===== config.mk =====
export PLATFORM = sky130hd
export DESIGN_NAME = qsw_core
export DESIGN_NICKNAME = d
export VERILOG_FILES = /design/src/logic/qsw_pkg.sv /design/src/logic/qsw_shift_if.sv /design/src/logic/qsw_sync.sv /design/src/logic/qsw_shifter.sv /design/src/logic/qsw_core.sv
export VERILOG_INCLUDE_DIRS = /design/src /design/src/logic
export SDC_FILE = /design/constraint.sdc
export NUM_CORES = 1
export LEC_CHECK = 0
export BUFFER_PORTS_ARGS = -buffer_cell sky130_fd_sc_hd__buf_4
export CAP_MARGIN = 40
export CORE_MARGIN = 5
export CORE_UTILIZATION = 30
export DETAILED_ROUTE_END_ITERATION = 8
export PLACE_DENSITY = 0.52
export SYNTH_ARGS = -nofsm -noshare
export SYNTH_HDL_FRONTEND = slang
export SYNTH_SLANG_ARGS = --single-unit

===== constraint.sdc =====
create_clock -name clk_in -period 10.1 [get_ports clk_in]
set_clock_uncertainty 0.2 [all_clocks]
set_input_delay 1.515 -clock clk_in [delete_from_list [all_inputs] [get_ports clk_in]]
set_output_delay 1.515 -clock clk_in [all_outputs]
set_load 0.005 [all_outputs]

===== src/logic/qsw_params.svh =====
`ifndef QSW_PARAMS_SVH
`define QSW_PARAMS_SVH

`define QSW_PTR_W          4
`define QSW_DEPTH          16
`define QSW_WORD_W         16
`define QSW_CMD_W          8
`define QSW_CMD_PCS_LSB    0
`define QSW_CMD_LENGTH_SELECT_PER_COMMAND      4
`define QSW_CMD_CONT       5
`define QSW_WRAP_PTR       4'h0
`define QSW_LEN_DEFAULT    5'h08
`define QSW_LEN_MAX        5'h10
`define QSW_PORT_DATA_RST  4'h0
`define QSW_SYNC_RST       4'hF
`define QSW_SCK_HALF_NS    40
`define QSW_CLK_PERIOD_NS  5
`define QSW_SCK_HALF_CYC   (`QSW_SCK_HALF_NS / `QSW_CLK_PERIOD_NS)

`endif


===== src/logic/qsw_pkg.sv =====
package qsw_pkg;
    typedef enum logic [1:0] {M_IDLE, M_LOAD, M_SHIFT, M_GAP} qsw_mst_state_t;
    typedef logic [3:0]  qsw_ptr_t;
    typedef logic [15:0] qsw_word_t;
    typedef logic [4:0]  qsw_len_t;
endpackage


===== src/logic/qsw_shift_if.sv =====
`timescale 1ns/10ps
interface qsw_shift_if;
    import qsw_pkg::*;
    logic      load;
    qsw_word_t load_word;
    qsw_len_t  len;
    logic      sample;
    logic      shift;
    logic      in_bit;
    logic      out_bit;
    logic      armed;
    qsw_len_t  bit_cnt;
    qsw_word_t rx_word;
    modport core (output load, load_word, len, sample, shift, in_bit,
                  input out_bit, armed, bit_cnt, rx_word);
    modport shifter (input load, load_word, len, sample, shift, in_bit,
                     output out_bit, armed, bit_cnt, rx_word);
endinterface


===== src/logic/qsw_sync.sv =====
`timescale 1ns/10ps
`include "qsw_params.svh"
module qsw_sync (
    // clock and reset
    input  wire logic       clk_in,
    input  wire logic       srst_in,
    input  wire logic       ce_in,
    // pins and filtered levels
    input  wire logic [3:0] pins_in,
    output logic      [3:0] level_out
);
    logic [3:0] s1_q;
    logic [3:0] s2_q;
    logic [3:0] s3_q;
    logic [3:0] level_q;
    wire  [3:0] agree = s2_q ~^ s3_q;

    // a change only counts once the second and third stages agree
    always_ff @(posedge clk_in) begin
        if (srst_in) begin
            s1_q    <= `QSW_SYNC_RST;
            s2_q    <= `QSW_SYNC_RST;
            s3_q    <= `QSW_SYNC_RST;
            level_q <= `QSW_SYNC_RST;
        end else if (ce_in) begin
            s1_q    <= pins_in;
            s2_q    <= s1_q;
            s3_q    <= s2_q;
            level_q <= (s3_q & agree) | (level_q & ~agree);
        end
    end

    assign level_out = level_q;
endmodule // qsw_sync


===== src/logic/qsw_shifter.sv =====
`timescale 1ns/10ps
`include "qsw_params.svh"
module qsw_shifter import qsw_pkg::*; (
    // clock and reset
    input  wire logic clk_in,
    input  wire logic srst_in,
    input  wire logic ce_in,
    // strobes and data from the sequencer
    qsw_shift_if.shifter sh
);
    qsw_word_t sr_q;
    qsw_len_t  cnt_q;
    logic      hold_q;
    logic      armed_q;
    wire  [4:0] gap     = 5'h10 - sh.len;
    wire qsw_word_t aligned = sh.load_word << gap;
    wire qsw_word_t mask    = 16'hFFFF >> gap;

    // msb first: the word sits left aligned so bit 15 is always the next out
    assign sh.out_bit = sr_q[15];
    assign sh.bit_cnt = cnt_q;
    assign sh.armed   = armed_q;
    assign sh.rx_word = {sr_q[14:0], sh.in_bit} & mask;

    // a shift only follows a sample, so a trailing edge left over from the
    // previous word cannot disturb a freshly loaded one
    always_ff @(posedge clk_in) begin
        if (srst_in) begin
            sr_q    <= 16'h0000;
            cnt_q   <= 5'h00;
            hold_q  <= 1'b0;
            armed_q <= 1'b0;
        end else if (ce_in) begin
            if (sh.load) begin
                sr_q    <= aligned;
                cnt_q   <= 5'h00;
                armed_q <= 1'b0;
            end else if (sh.sample) begin
                hold_q  <= sh.in_bit;
                cnt_q   <= cnt_q + 5'h01;
                armed_q <= 1'b1;
            end else if (sh.shift && armed_q) begin
                sr_q    <= {sr_q[14:0], hold_q};
                armed_q <= 1'b0;
            end
        end
    end
endmodule // qsw_shifter


===== src/logic/qsw_core.sv =====
`timescale 1ns/10ps
`include "qsw_params.svh"
// What this block does
// - wrap enabled: after queue end restart at zero or new pointer, per target bit
// - wrapping keeps cycling while irq pending; serial enable stays set
// - wrapped passes overwrite the same receive memory entries
// - end flag set every queue end, sticky until cleared; clear drops irq
// - irq enable is buffered: clearing it blocks new requests only
// - wrap cleared: next queue end sets flag, clears serial enable, stops
// - halt finishes the current transfer then stops; software clears enable after
// - master select clear: slave, never starts a transfer itself
// - slave drives miso, takes mosi and sck, select pin is input only
// - slave select low starts at new pointer, rx stored, tx shifted together
// - slave ignores commands, baud, delays; drives no clock or chip select
// - slave length always from bits field, at most 16
// - full slave word: save completed pointer, step pointer, load next tx
// - one bit per clock; early select rise resumes same entry next time
// - over 16 bits with select low advances and continues
// - slave queue end sets flag, irq if enabled, stops unless wrapping
// - slave wrap uses the same bits and behaves as master wrap
// - master drives chip selects to each command's chip select bits
// - select pin low while master, with pin direction bit 0 clear, raises a mode fault
// - port data bits reset to zero: idle low, active high selects
// - bits field 0000 is 16, 1000..1111 is 8..15, others reserved
module qsw_core import qsw_pkg::*; (
    // clock, reset, enable
    input  wire logic       clk_in,
    input  wire logic       srst_in,
    input  wire logic       ce_in,
    // configuration and control
    input  wire logic       master_select_in,
    input  wire logic       cpol_in,
    input  wire logic       serial_enable_set_in,
    input  wire logic       serial_enable_clr_in,
    input  wire logic       wrap_enable_in,
    input  wire logic       wrap_target_select_in,
    input  wire logic       halt_in,
    input  wire logic [3:0] bits_field_in,
    input  wire logic [3:0] end_queue_pointer_in,
    input  wire logic       new_queue_pointer_wr_in,
    input  wire logic [3:0] new_queue_pointer_in,
    input  wire logic       end_of_queue_irq_enable_in,
    input  wire logic       end_of_queue_flag_clr_in,
    input  wire logic       mode_fault_clr_in,
    input  wire logic       port_data_wr_in,
    input  wire logic [3:0] port_data_in,
    input  wire logic [3:0] pin_direction_in,
    // queue memories
    input  wire logic [3:0] mem_addr_in,
    input  wire logic       tx_wr_in,
    input  wire logic       cmd_wr_in,
    input  wire logic [15:0] mem_wdata_in,
    input  wire logic [3:0] rx_rd_addr_in,
    output logic      [15:0] rx_rdata_out,
    // status
    output logic            serial_enable_out,
    output logic            end_of_queue_flag_out,
    output logic            irq_out,
    output logic            mode_fault_out,
    output logic            halted_out,
    output logic      [3:0] completed_queue_pointer_out,
    output logic      [3:0] port_data_out,
    // serial pins
    input  wire logic       sck_in,
    output logic            sck_out,
    output logic            sck_oe_out,
    input  wire logic       mosi_in,
    output logic            mosi_out,
    output logic            mosi_oe_out,
    input  wire logic       miso_in,
    output logic            miso_out,
    output logic            miso_oe_out,
    input  wire logic       slave_select_n_in,
    output logic      [3:0] pcs_out,
    output logic      [3:0] pcs_oe_out
);
    ////////////////////////////////////////////////////////////////////////////
    function automatic qsw_len_t len_dec(input logic [3:0] b);
        len_dec = b[3] ? {2'h1, b[2:0]} : `QSW_LEN_MAX;
    endfunction

    qsw_word_t       tx_mem  [`QSW_DEPTH];
    qsw_word_t       rx_mem  [`QSW_DEPTH];
    logic [7:0]      cmd_mem [`QSW_DEPTH];
    qsw_ptr_t        wp_q, nqp_q, completed_queue_pointer_q;
    logic            nqp_pend_q, se_q, eoq_q, irq_q, mf_q, halted_q;
    logic [3:0]      port_data_q, pcs_q;
    logic [7:0]      cur_cmd_q, tmr_q;
    logic            sck_q, sck_prev_q, ss_low_prev_q, done_seen_q;
    qsw_word_t       rx_rdata_q;
    qsw_mst_state_t  m_q, m_d;
    logic [3:0]      lv;

    qsw_shift_if sh ();
    qsw_sync u_sync (
        .clk_in    (clk_in),
        .srst_in   (srst_in),
        .ce_in     (ce_in),
        .pins_in   ({slave_select_n_in, miso_in, mosi_in, sck_in}),
        .level_out (lv)
    );
    qsw_shifter u_shift (
        .clk_in  (clk_in),
        .srst_in (srst_in),
        .ce_in   (ce_in),
        .sh      (sh)
    );

    ////////////////////////////////////////////////////////////////////////////
    // decode
    wire       ss_low    = ~lv[3];
    wire       sck_ph    = lv[0] ^ cpol_in;
    wire       slave_en  = se_q & ~master_select_in;
    wire       s_halted  = halt_in & (sh.bit_cnt == 5'h00) & ~sh.armed;
    wire       s_act     = slave_en & ss_low & ~s_halted;
    wire       s_lead    = s_act & sck_ph & ~sck_prev_q;
    wire       s_trail   = s_act & ~sck_ph & sck_prev_q;
    wire       s_start   = slave_en & ss_low & ~ss_low_prev_q;
    wire       tmr_zero  = (tmr_q == 8'h00);
    wire       m_go      = se_q & master_select_in & ~halt_in;
    wire       m_start   = m_go & ((m_q == M_IDLE) | ((m_q == M_GAP) & tmr_zero));
    wire       m_edge    = (m_q == M_SHIFT) & tmr_zero;
    wire       m_lead    = m_edge & (sck_q == cpol_in);
    wire       m_trail   = m_edge & (sck_q != cpol_in);
    wire       m_abort   = ~master_select_in | serial_enable_clr_in;
    wire       begin_ev  = m_start | s_start;
    wire qsw_ptr_t start_ptr = nqp_pend_q ? nqp_q : wp_q;
    wire qsw_ptr_t wrap_tgt  = wrap_target_select_in ? nqp_q : `QSW_WRAP_PTR;
    wire       at_end    = (wp_q == end_queue_pointer_in);
    wire       done_ev   = sh.sample & (sh.bit_cnt == sh.len - 5'h01);
    wire       eoq_set   = done_ev & at_end;
    wire       stop_ev   = eoq_set & ~wrap_enable_in;
    wire qsw_ptr_t wp_next = nqp_pend_q ? nqp_q :
                             at_end ? (wrap_enable_in ? wrap_tgt : wp_q) :
                             wp_q + 4'h1;
    wire       eoq_d     = eoq_set | (eoq_q & ~end_of_queue_flag_clr_in);
    wire       mf_set    = master_select_in & ~pin_direction_in[0] & ss_low;
    wire [7:0] half_m1   = 8'(`QSW_SCK_HALF_CYC - 1);

    // master length honours the per-command option; slave uses bits field only
    assign sh.len = (master_select_in && !cur_cmd_q[`QSW_CMD_LENGTH_SELECT_PER_COMMAND]) ?
                    `QSW_LEN_DEFAULT : len_dec(bits_field_in);
    assign sh.sample    = m_lead | s_lead;
    assign sh.shift     = m_trail | s_trail;
    assign sh.in_bit    = master_select_in ? lv[2] : lv[1];
    assign sh.load      = begin_ev | done_ev;
    assign sh.load_word = begin_ev ? tx_mem[start_ptr] : tx_mem[wp_next];

    ////////////////////////////////////////////////////////////////////////////
    // memories: software fills tx and commands, wrapped passes overwrite rx
    always_ff @(posedge clk_in) begin
        if (ce_in) begin
            if (tx_wr_in)
                tx_mem[mem_addr_in] <= mem_wdata_in;
            if (cmd_wr_in)
                cmd_mem[mem_addr_in] <= mem_wdata_in[7:0];
            if (done_ev)
                rx_mem[wp_q] <= sh.rx_word;
            rx_rdata_q <= rx_mem[rx_rd_addr_in];
        end
    end

    ////////////////////////////////////////////////////////////////////////////
    // queue pointers
    always_ff @(posedge clk_in) begin
        if (srst_in) begin
            wp_q       <= 4'h0;
            nqp_q      <= 4'h0;
            completed_queue_pointer_q    <= 4'h0;
            nqp_pend_q <= 1'b0;
        end else if (ce_in) begin
            if (new_queue_pointer_wr_in)
                nqp_q <= new_queue_pointer_in;
            if (begin_ev)
                wp_q <= start_ptr;
            else if (done_ev) begin
                wp_q    <= wp_next;
                completed_queue_pointer_q <= wp_q;
            end
            // a write landing with its consumption is kept for the next start
            nqp_pend_q <= new_queue_pointer_wr_in | (serial_enable_set_in & ~se_q)
                          | (nqp_pend_q & ~begin_ev & ~done_ev);
        end
    end

    ////////////////////////////////////////////////////////////////////////////
    // enable, flags and request
    always_ff @(posedge clk_in) begin
        if (srst_in) begin
            se_q        <= 1'b0;
            eoq_q       <= 1'b0;
            irq_q       <= 1'b0;
            mf_q        <= 1'b0;
            halted_q    <= 1'b0;
            port_data_q <= `QSW_PORT_DATA_RST;
        end else if (ce_in) begin
            if (serial_enable_set_in)
                se_q <= 1'b1;
            else if (serial_enable_clr_in || stop_ev)
                se_q <= 1'b0;
            eoq_q    <= eoq_d;
            irq_q    <= eoq_d & (irq_q | end_of_queue_irq_enable_in);
            mf_q     <= mf_set | (mf_q & ~mode_fault_clr_in);
            halted_q <= halt_in & (master_select_in ? (m_q == M_IDLE) : s_halted);
            if (port_data_wr_in)
                port_data_q <= port_data_in;
        end
    end

    ////////////////////////////////////////////////////////////////////////////
    // master sequencer; slave mode never leaves idle
    always_comb begin
        m_d = m_q;
        case (m_q)
            M_IDLE:  if (m_start) m_d = M_LOAD;
            M_LOAD:  if (tmr_zero) m_d = M_SHIFT;
            M_SHIFT: if (m_trail && done_seen_q) m_d = M_GAP;
            M_GAP:   if (tmr_zero) m_d = m_start ? M_LOAD : M_IDLE;
            default: m_d = M_IDLE;
        endcase
        if (m_abort)
            m_d = M_IDLE;
    end

    always_ff @(posedge clk_in) begin
        if (srst_in) begin
            m_q         <= M_IDLE;
            tmr_q       <= 8'h00;
            sck_q       <= 1'b0;
            done_seen_q <= 1'b0;
            cur_cmd_q   <= 8'h00;
        end else if (ce_in) begin
            m_q         <= m_d;
            tmr_q       <= (tmr_zero || m_q == M_IDLE) ? half_m1 : tmr_q - 8'h01;
            sck_q       <= (m_q == M_SHIFT) ? (sck_q ^ tmr_zero) : cpol_in;
            done_seen_q <= (done_seen_q | (done_ev & master_select_in)) & ~m_start;
            if (m_start)
                cur_cmd_q <= cmd_mem[start_ptr];
        end
    end

    // chip selects hold their pattern between words only when cont is set
    always_ff @(posedge clk_in) begin
        if (srst_in) begin
            pcs_q         <= `QSW_PORT_DATA_RST;
            // start from the synchronised level so reset cannot fake an edge
            sck_prev_q    <= sck_ph;
            ss_low_prev_q <= 1'b0;
        end else if (ce_in) begin
            if (m_start)
                pcs_q <= cmd_mem[start_ptr][`QSW_CMD_PCS_LSB +: 4];
            else if (m_q == M_IDLE || (m_q == M_GAP && !cur_cmd_q[`QSW_CMD_CONT]))
                pcs_q <= port_data_q;
            sck_prev_q    <= sck_ph;
            ss_low_prev_q <= ss_low;
        end
    end

    ////////////////////////////////////////////////////////////////////////////
    // pins: slave drives only miso, and only while selected
    assign sck_out     = sck_q;
    assign sck_oe_out  = master_select_in;
    assign mosi_out    = sh.out_bit;
    assign mosi_oe_out = master_select_in;
    assign miso_out    = sh.out_bit;
    assign miso_oe_out = slave_en & ss_low;
    assign pcs_out     = pcs_q;
    assign pcs_oe_out  = master_select_in ? pin_direction_in : 4'h0;
    assign rx_rdata_out          = rx_rdata_q;
    assign serial_enable_out     = se_q;
    assign end_of_queue_flag_out = eoq_q;
    assign irq_out               = irq_q;
    assign mode_fault_out        = mf_q;
    assign halted_out            = halted_q;
    assign completed_queue_pointer_out = completed_queue_pointer_q;
    assign port_data_out         = port_data_q;
endmodule // qsw_core


* Word-level counts from Yosys, hierarchy flattened
Memories as Yosys holds them, arrays and structs flattened. A register that Yosys moved wholly into a read port is not among the register bits.
Index checks and enable logic that the tools add are counted.
** Word-level totals
- Memory bits (writable) :: 640
- Register bits after elaboration :: 85
- Output and inout port bits :: 43
- Memories kept :: 3
- Bits of input ports :: 65
- Logic and storage cells :: 192
** Memories
- rx_mem :: words 16, bits a word 16, rd ports 1, clocked after memory_dff 1, wr ports 1, line qsw_core.sv:83 : qsw_word_t rx_mem [`QSW_DEPTH];
- tx_mem :: words 16, bits a word 16, rd ports 2, clocked after memory_dff 0, wr ports 1, line qsw_core.sv:82 : qsw_word_t tx_mem [`QSW_DEPTH];
- cmd_mem :: words 16, bits a word 8, rd ports 1, clocked after memory_dff 0, wr ports 1, line qsw_core.sv:84 : logic [7:0] cmd_mem [`QSW_DEPTH];
** Cells by class
- Bitwise operators :: 68
- Equal/unequal tests :: 12
- $add $sub $neg :: 5
- Reductions and logical operators :: 31
- Shift operators :: 2
- Muxes and demuxes :: 45
** Operator list (number)
- 2-to-1 mux 16 bit :: 4
- 2-to-1 mux 4 bit :: 10
- bitwise AND 1 bit :: 31
- 2-to-1 mux 1 bit :: 20
- 2-to-1 mux 5 bit :: 4
- inverter 1 bit :: 17
- bitwise AND 16 bit :: 1
- AND reduction 2 bit :: 8
- left shift 16 x 5 -> 16 bit :: 1
- >> shifter 16 x 5 -> 16 bit, first input constant :: 1
- inequality test 3 bit, second input constant :: 4
- bitwise OR 1 bit :: 12
- nonzero test 2 bit :: 6
- 2-to-1 mux 2 bit :: 5
- AND reduction 3 bit :: 3
- bitwise AND 4 bit :: 2
- logical NOT 8 bit :: 1
- 2-to-1 mux 8 bit :: 1
- case mux 2 bit (4 select lines) :: 1
- subtractor 8 x 1 -> 8 bit, second input constant :: 1
- adder 5 x 1 -> 5 bit, second input constant :: 1
- == test 5 bit :: 1
- logical NOT 5 bit :: 1
- AND reduction 5 bit :: 1
- other kinds (18) :: 26

* Logic depth before layout (Yosys ltp)
Gate-level depths: netlist of run 1.
- Word-level depth :: 14
- Depth in mapped cells :: 19
- Gate-level depth less buffers :: 16

* Hierarchy
A second synthesis of run 1 with hierarchy kept.
** Second synthesis, totals
- Cells, all modules :: 1946
- Area, all modules :: 31256.2 µm²
** By module, submodules not included
- qsw_core :: area an instance 28592.4 µm², cells each 1622, instances 1, seq. area each 19588.8 µm²
- qsw_shifter :: area an instance 2024.4 µm², cells each 261, instances 1, seq. area each 460.4 µm²
- qsw_sync :: area an instance 639.4 µm², cells each 63, instances 1, seq. area each 320.3 µm²

* Worst setup path before layout of run 1
Ideal clock, no wire load.
- Kind :: input-to-reg
- Start :: input port master_select_in
- End :: memory rx_mem[0][0] (netlist name), enable pin
- Path slack :: 3.653 ns
- Buffers on the path :: 4
- Library setup time :: 0.430 ns
- Arrival :: 5.817 ns
- Stages on the path :: 16
- Required time :: 9.470 ns
- Cells stage by stage :: nand2b_1 -> clkbuf_1 -> and3_1 -> clkbuf_1 -> inv_2 -> clkbuf_1 -> ha_1 -> inv_1 -> ha_1 -> xnor2_1 -> nand2_1 -> a221oi_1 -> and3_1 -> clkbuf_1 -> nand2_1 -> nor4_1
** On the way
- Longest elaborated chain between the ends :: 11
- Elaborated cells on any way between the ends :: 15
- Those cells by class :: add/sub (1); eq/ne (1); mux (4); bitwise (8); reduce/logical (1)
** RTL lines
- start: declaration :: line qsw_core.sv:31 : input wire logic master_select_in,
- branches (longest 7 deep; another with subtractor 5 x 1 -> 5 bit)
- bitwise AND 1 bit * :: line qsw_core.sv:130 : wire done_ev = sh.sample & (sh.bit_cnt == sh.len - 5'h01);
- 2-to-1 mux 1 bit * :: line qsw_core.sv:157 : if (done_ev)
- 2-to-1 mux 1 bit * :: line qsw_core.sv:152 : if (ce_in) begin
- 2-to-1 mux 1 bit (not written as such) * :: line qsw_core.sv:158 : rx_mem[wp_q] <= sh.rx_word;
- end: declaration :: line qsw_core.sv:83
Mark *: on every way between the ends.

* Worst setup path in the final report of run 1
- Start :: input port master_select_in
- End :: memory rx_mem[15][4] (netlist name), enable pin
The elaborated chain is that of the path after synthesis.

==> flow_metrics.tcl, run 1 <==
set metrics [dict create \
    relSlewSlack 0.401 \
    antenna_found_initial 1 \
    firstDrtPassIters 6 \
    io_pins 108 \
    yosysSeqAreaShare 0.648 \
    ys_warn_count 0 \
    ys_types 81 \
    postRouteAntennaNets 0 \
    cts_sinks 705 \
    power_mw 6.32 \
    die-area_um2 111000 \
    holdCritPathClass "reg2reg" \
    rsz0062_at_grt "no" \
    synth_mux_area_frac 0.166 \
    drive_above_1_share 0.235 \
    status "completed" \
    fillers 9804 \
    cts-buffers-inserted 75 \
    clock_latency_ns 0.62 \
    core_area_um2 104000 \
    yosys.area_share.simple 0.0853 \
    cts_max_level 3 \
    power_density_nw_per_um2 172 \
    area_delta_synth_final_pct 16.8 \
    hpwl_um 54800 \
    async_reset_ff_frac 0 \
    numPortBuffers 107 \
    setup.worst_path.class "in2reg" \
    cts.reportedPaths.clkPinSlew_ns 0.06 \
    start_kind "input pin" \
    synth.avg_cell_area_um2 15.2 \
    crit_fanout 23 \
    yosys.area_share.xor_xnor 0.00677 \
    synth_top_cell_by_area "edfxtp_1" \
    synth_top_cell_area_share 0.597 \
    layout.nets 2259 \
    grt_pass1_vias 19021 \
    grt_max_degree 98 \
    ys_ff_latch 705 \
    syn_area_um2 31400 \
    vias 19034 \
    hold_viol 0 \
    max_slew.worst_pin.slew_ns 0.898 \
    synth-adder-area-share 0.00597 \
    synth_compound_area_frac 0.0633 \
    p_leak_nw 12.1 \
    cts_resized 0 \
    die_h_um 334 \
    grt_pass1_wl_um 127000 \
    setup_viol 0 \
    yosys-top-cells-area "edfxtp_1 (60%), mux4_2 (13%), dfxtp_1 (5.1%)" \
    synth-edff-count 625 \
    start_util 0.303 \
    fmax_mhz 159 \
    cts_tree "yes" \
    finalCriticalPeriod_ns 6.28 \
    synth_nets 2144 \
    drv_cap 0 \
    overflow 0 \
    synth_top_family_by_area "multiplexers" \
    drc_errors 0 \
    slew_violations 0 \
    postRouteWirelength_um 86300 \
    cts_max_path_buffers 3 \
    rows 118 \
    wl_per_cell_um 23.9 \
    first_iter_violations 1664 \
    crit_path_end_kind "flop" \
    die_w_um 334 \
    worst_ep_arrival_time_ns 6.31 \
    multi_input_area_um2 10500 \
    crit_required_ns 10.13 \
    synthFlopType "edfxtp_1" \
    synthCells 2064 \
    gp_congestion 0.828 \
    cts_setup_buffers 0 \
    seq_area_um2 20400 \
    final.setup.tns_ns 0 \
    vias_per_cell 5.26 \
    ir_drop_v 0.000127 \
    grtUsageTotal 0.150 \
    finalCritPeriodShare 0.622 \
    clock-root-buffer "clkbuf_16" \
    cts_hold_buf 0 \
]
==> critical path, stage by stage <==
cell,delay (ns)
buf_4,0.18
nand2b_1,0.32
and3_1,0.76
inv_2,0.37
ha_1,0.35
inv_1,0.07
ha_1,0.67
xnor2_1,0.19
nand2_1,0.08
a221oi_1,0.32
and3_1,0.30
and2_1,0.23
nand3_1,0.21
nor2_2,0.72
==> state kept, by name, summed over array words and instances (netlist names), 4 cells and up, named ones only <==
register and flops:
u_shift.sr_q 16, u_sync.s3_q 4, tmr_q 8, nqp_q 4, completed_queue_pointer_out 4, wp_q 4, tx_mem 256, pcs_out 4
rx_mem 256, u_sync.s2_q 4, rx_rdata_out 16, port_data_out 4, u_sync.s1_q 4, cmd_mem 96, u_shift.sh.bit_cnt 5
==> placed cells by master (no fill, tap or decap), drive strengths merged, types with 15 or more instances in the layout <==
cell type | synthesis | routed
a22oi | 19 | 19
nor3 | 22 | 22
mux2i | 113 | 113
nand2b | 17 | 17
nor4 | 16 | 16
nor2 | 111 | 111
a311oi | 27 | 27
ha | 15 | 15
dfxtp | 80 | 80
clkbuf | 67 | 95
and2 | 29 | 29
a211oi | 25 | 25
mux4 | 180 | 180
nand2 | 215 | 215
clkinv | 1 | 29
o21ai | 40 | 40
inv | 34 | 37
a21oi | 74 | 74
nand3 | 83 | 83
buf | 68 | 173
and3 | 46 | 46
edfxtp | 625 | 625
==> logic make-up (layout without fill, tap and decap cells) <==
| group | Yosys count | after routing |
|---|---|---|
| DFF | 705 | 705 |
| other | 0 | 1 |
| buffers and inverters | 170 | 342 |
| muxes | 296 | 296 |
| adders and majority gates | 15 | 15 |
| and+or+nand+nor | 574 | 574 |
| xor gates and xnor gates | 20 | 20 |
| AOI/OAI and AO/OA | 284 | 284 |
==> cell usage after synthesis, types with 8 or more instances <==
cell type / count
and2_1: 26
a21oi_1: 74
o311ai_0: 10
a221oi_1: 9
nand2_1: 215
nor2_1: 111
buf_2: 25
xnor2_1: 8
o211ai_1: 9
a22oi_1: 19
a311oi_1: 26
o21ai_0: 37
a211oi_1: 25
inv_1: 33
edfxtp_1: 625
nor4_1: 15
ha_1: 15
nand4_1: 8
mux4_2: 180
nand3_1: 83
nand2b_1: 17
clkbuf_1: 67
buf_4: 13
nor3_1: 21
a31oi_1: 14
mux2i_1: 112
dfxtp_1: 80
buf_1: 23
and3_1: 46
nor2b_1: 9
==> stage by stage <==
step	utilization	cells	hold slack, ns	cell area [um2]	setup WS, ns
2_1_floorplan	-	2064	0.241	31400	3.65
3_3_place_gp	0.327	3461	0.261	33900	3.30
3_5_place_dp	0.331	3482	0.264	34300	3.27
4_1_cts	0.354	3616	0.279	36700	3.91
5_1_grt	0.354	3616	0.301	36700	3.48
6_report	0.354	3617	0.281	36700	3.82
==> report_power, final <==
group / internal (mW) / switching, mW
clock network: 1.56 / 1.13
registers: 3.19 / 0.0183
logic: 0.170 / 0.258
==> metal layers <==
metal | track usage | vias to the layer above | share of wire | routed length (um)
li1 | - | 8410 | - | -
met1 | 0.203 | 9841 | 0.42 | 36600
met2 | 0.250 | 631 | 0.49 | 42000
met3 | 0.0269 | 152 | 0.062 | 5320
met4 | 0.0428 | 0 | 0.027 | 2360
met5 | 0 | - | 0 | 0
==> layout make-up <==
type | instances | area share
Sequential cell | 705 | 0.555
Multi-Input combinational cell | 1189 | 0.287
Clock buffer | 95 | 0.0554
Tap cell | 1380 | 0.0470
Timing Repair Buffer | 173 | 0.0423
Clock inverter | 39 | 0.00961
Inverter | 35 | 0.00358
Antenna cell | 1 | 0.0000682
==> path summary, 6_finish.rpt <==
| path | startpoint | endpoint | depth (start not counted) | slack [ns] |
|---|---|---|---|---|
| max reg2reg | cur_cmd_q[4] | rx_mem[15][4] | 13 | 4.50 |
| min | u_sync.s1_q[0] | u_sync.s1_q[0] | 2 | 0.28 |
| min reg2reg | u_sync.s1_q[0] | u_sync.s1_q[0] | 2 | 0.28 |
| max | master_select_in | rx_mem[15][4] | 14 | 3.82 |
Power figures use the tool's default switching activity.
==> inputs of run 2 (changes only) <==
==> constraint.sdc (replaced) <==
create_clock -name clk_in -period 6 [get_ports clk_in]
set_clock_uncertainty 0.2 [all_clocks]
set_input_delay 0.9 -clock clk_in [delete_from_list [all_inputs] [get_ports clk_in]]
set_output_delay 0.9 -clock clk_in [all_outputs]
set_load 0.005 [all_outputs]
==> flow_metrics.tcl, run 2 (synthesis results as in run 1) <==
set metrics [dict create \
    firstDrtPassIters 5 \
    clock_latency_ns 0.64 \
    ir_drop_v 0.000225 \
    grt_pass1_wl_um 133000 \
    antenna_found_initial 4 \
    crit_required_ns 6.37 \
    core_area_um2 104000 \
    hold_slack_ns 0.281 \
    cts_sinks 705 \
    crit_family "simple AND/OR/NAND/NOR gates" \
    holdCritPathClass "reg2reg" \
    layout.nets 2288 \
    die_w_um 334 \
    finalCriticalPeriod_ns 4.71 \
    fin_cells 3654 \
    vias_per_cell 5.31 \
    drive_above_1_share 0.245 \
    utilization 0.357 \
    mostFrequentLayoutCells "edfxtp_1 (625), nand2_1 (215), buf_4 (184), mux4_2 (180), mux2i_1 (110)" \
    drc_errors 0 \
    postRouteAntennaNets 0 \
    numPortBuffers 107 \
    gp_congestion 0.876 \
    hold_viol 0 \
    finalCritPeriodShare 0.784 \
    final.setup.tns_ns 0 \
    layout_commonest_cell "edfxtp_1" \
    fmax_mhz 212 \
    start_kind "flop" \
    postRouteWirelength_um 90500 \
    grtUsageTotal 0.158 \
    start_util 0.303 \
    crit_fanout 14 \
    worst_path_largest_cell_delay_ns 0.71 \
    cts-buffers-inserted 77 \
    drv_cap 0 \
    die-area_um2 111000 \
    area_delta_synth_final_pct 17.8 \
    setup.worst_path.class "reg2reg" \
    overflow 0 \
    largestRegisters "rx_mem (256), tx_mem (256), cmd_mem (96)" \
    crit_path_end_kind "flop" \
    rows 118 \
    status "completed" \
    cts_setup_buffers 0 \
    relSlewSlack 0.401 \
    cts_resized 0 \
    io_pins 108 \
    wl_per_cell_um 24.8 \
    cts_tree "yes" \
    p_leak_nw 12.3 \
    hpwl_um 57800 \
    cts.reportedPaths.clkPinSlew_ns 0.06 \
    cts_max_path_buffers 3 \
    grt_pass1_vias 19872 \
    rsz0062_at_grt "no" \
    first_iter_violations 1867 \
    max_slew.worst_pin.slew_ns 0.896 \
    slew_violations 0 \
    dp_cells 3508 \
    setup_viol 0 \
    grt_max_degree 66 \
    cts_max_level 3 \
    die_h_um 334 \
    power_density_nw_per_um2 295 \
    cts_hold_buf 0 \
    worst_ep_arrival_time_ns 5.07 \
    crit_chain "xor2_1 > nor4_4 > nor3_1 > nor2_2 > buf_4 > nand3_1 > and3_1 > and2_0 > mux4_2 > o32a_1 > o21ai_1" \
    crit_buf_inv 1 \
    slowest_stage "dfxtp_1" \
    vias 19408 \
    clock-root-buffer "clkbuf_16" \
]
run 2: cell count changes in the layout (fill, tap and decap cells not counted), sizes merged:
cell / change
bufinv: +1
diode: +1
buf: +27
clkinvlp: +3
clkbuf: +7
clkinv: -2
run 2: routing by layer:
metal / wire (um) / share of wire / GRT usage / vias to the layer above
met5: 13 / 0.00014 / 0 / -
met4: 2780 / 0.031 / 0.0467 / 2
met3: 6700 / 0.074 / 0.0361 / 165
li1: - / - / - / 8478
met2: 43400 / 0.48 / 0.259 / 808
met1: 37700 / 0.42 / 0.212 / 9955
run 2: area by class of cell:
cell class	count	area (um2)
multi-input cells	1189	10500
inverters	35	131
well taps	1380	1730
fillers	9714	66800
clock buffers	102	2170
flip-flops and latches	705	20400
repair buffers	200	1700
clock inverters	41	395
diodes	2	5.00
run 2: path summary, 6_finish.rpt:
| path | cells after the start | to | startpoint | slack (ns) |
|---|---|---|---|---|
| min | 2 | u_shift.sh.armed | u_shift.sh.armed | 0.28 |
| max reg2reg | 11 | u_shift.sr_q[10] | wp_q[3] | 1.29 |
| max | 11 | u_shift.sr_q[10] | wp_q[3] | 1.29 |
| min reg2reg | 2 | u_shift.sh.armed | u_shift.sh.armed | 0.28 |
run 2: worst min-delay path, stage by stage, from the launching register on:
cell and delay, ns:
dfxtp_1 0.32, nand3_1 0.06, a21oi_1 0.06
run 2: through the flow:
| stage | power, mW | instance area [um2] | setup slack, ns |
|---|---|---|---|
| final | 10.9 | 37000 | 1.29 |
| after global routing | 11.3 | 37000 | 1.11 |
| after CTS | 11.0 | 37000 | 1.34 |
| after detailed placement | 6.23 | 34400 | 1.03 |
| after global placement | 6.20 | 34100 | 0.737 |
| after floorplan | 5.93 | 31400 | 0.168 |
run 2: where the power goes:
group	total [mW]	internal [mW]	leakage, nW	switching, mW
registers	5.40	5.37	5.99	0.0296
logic	0.728	0.294	5.06	0.434
clock network	4.80	2.82	1.24	1.98
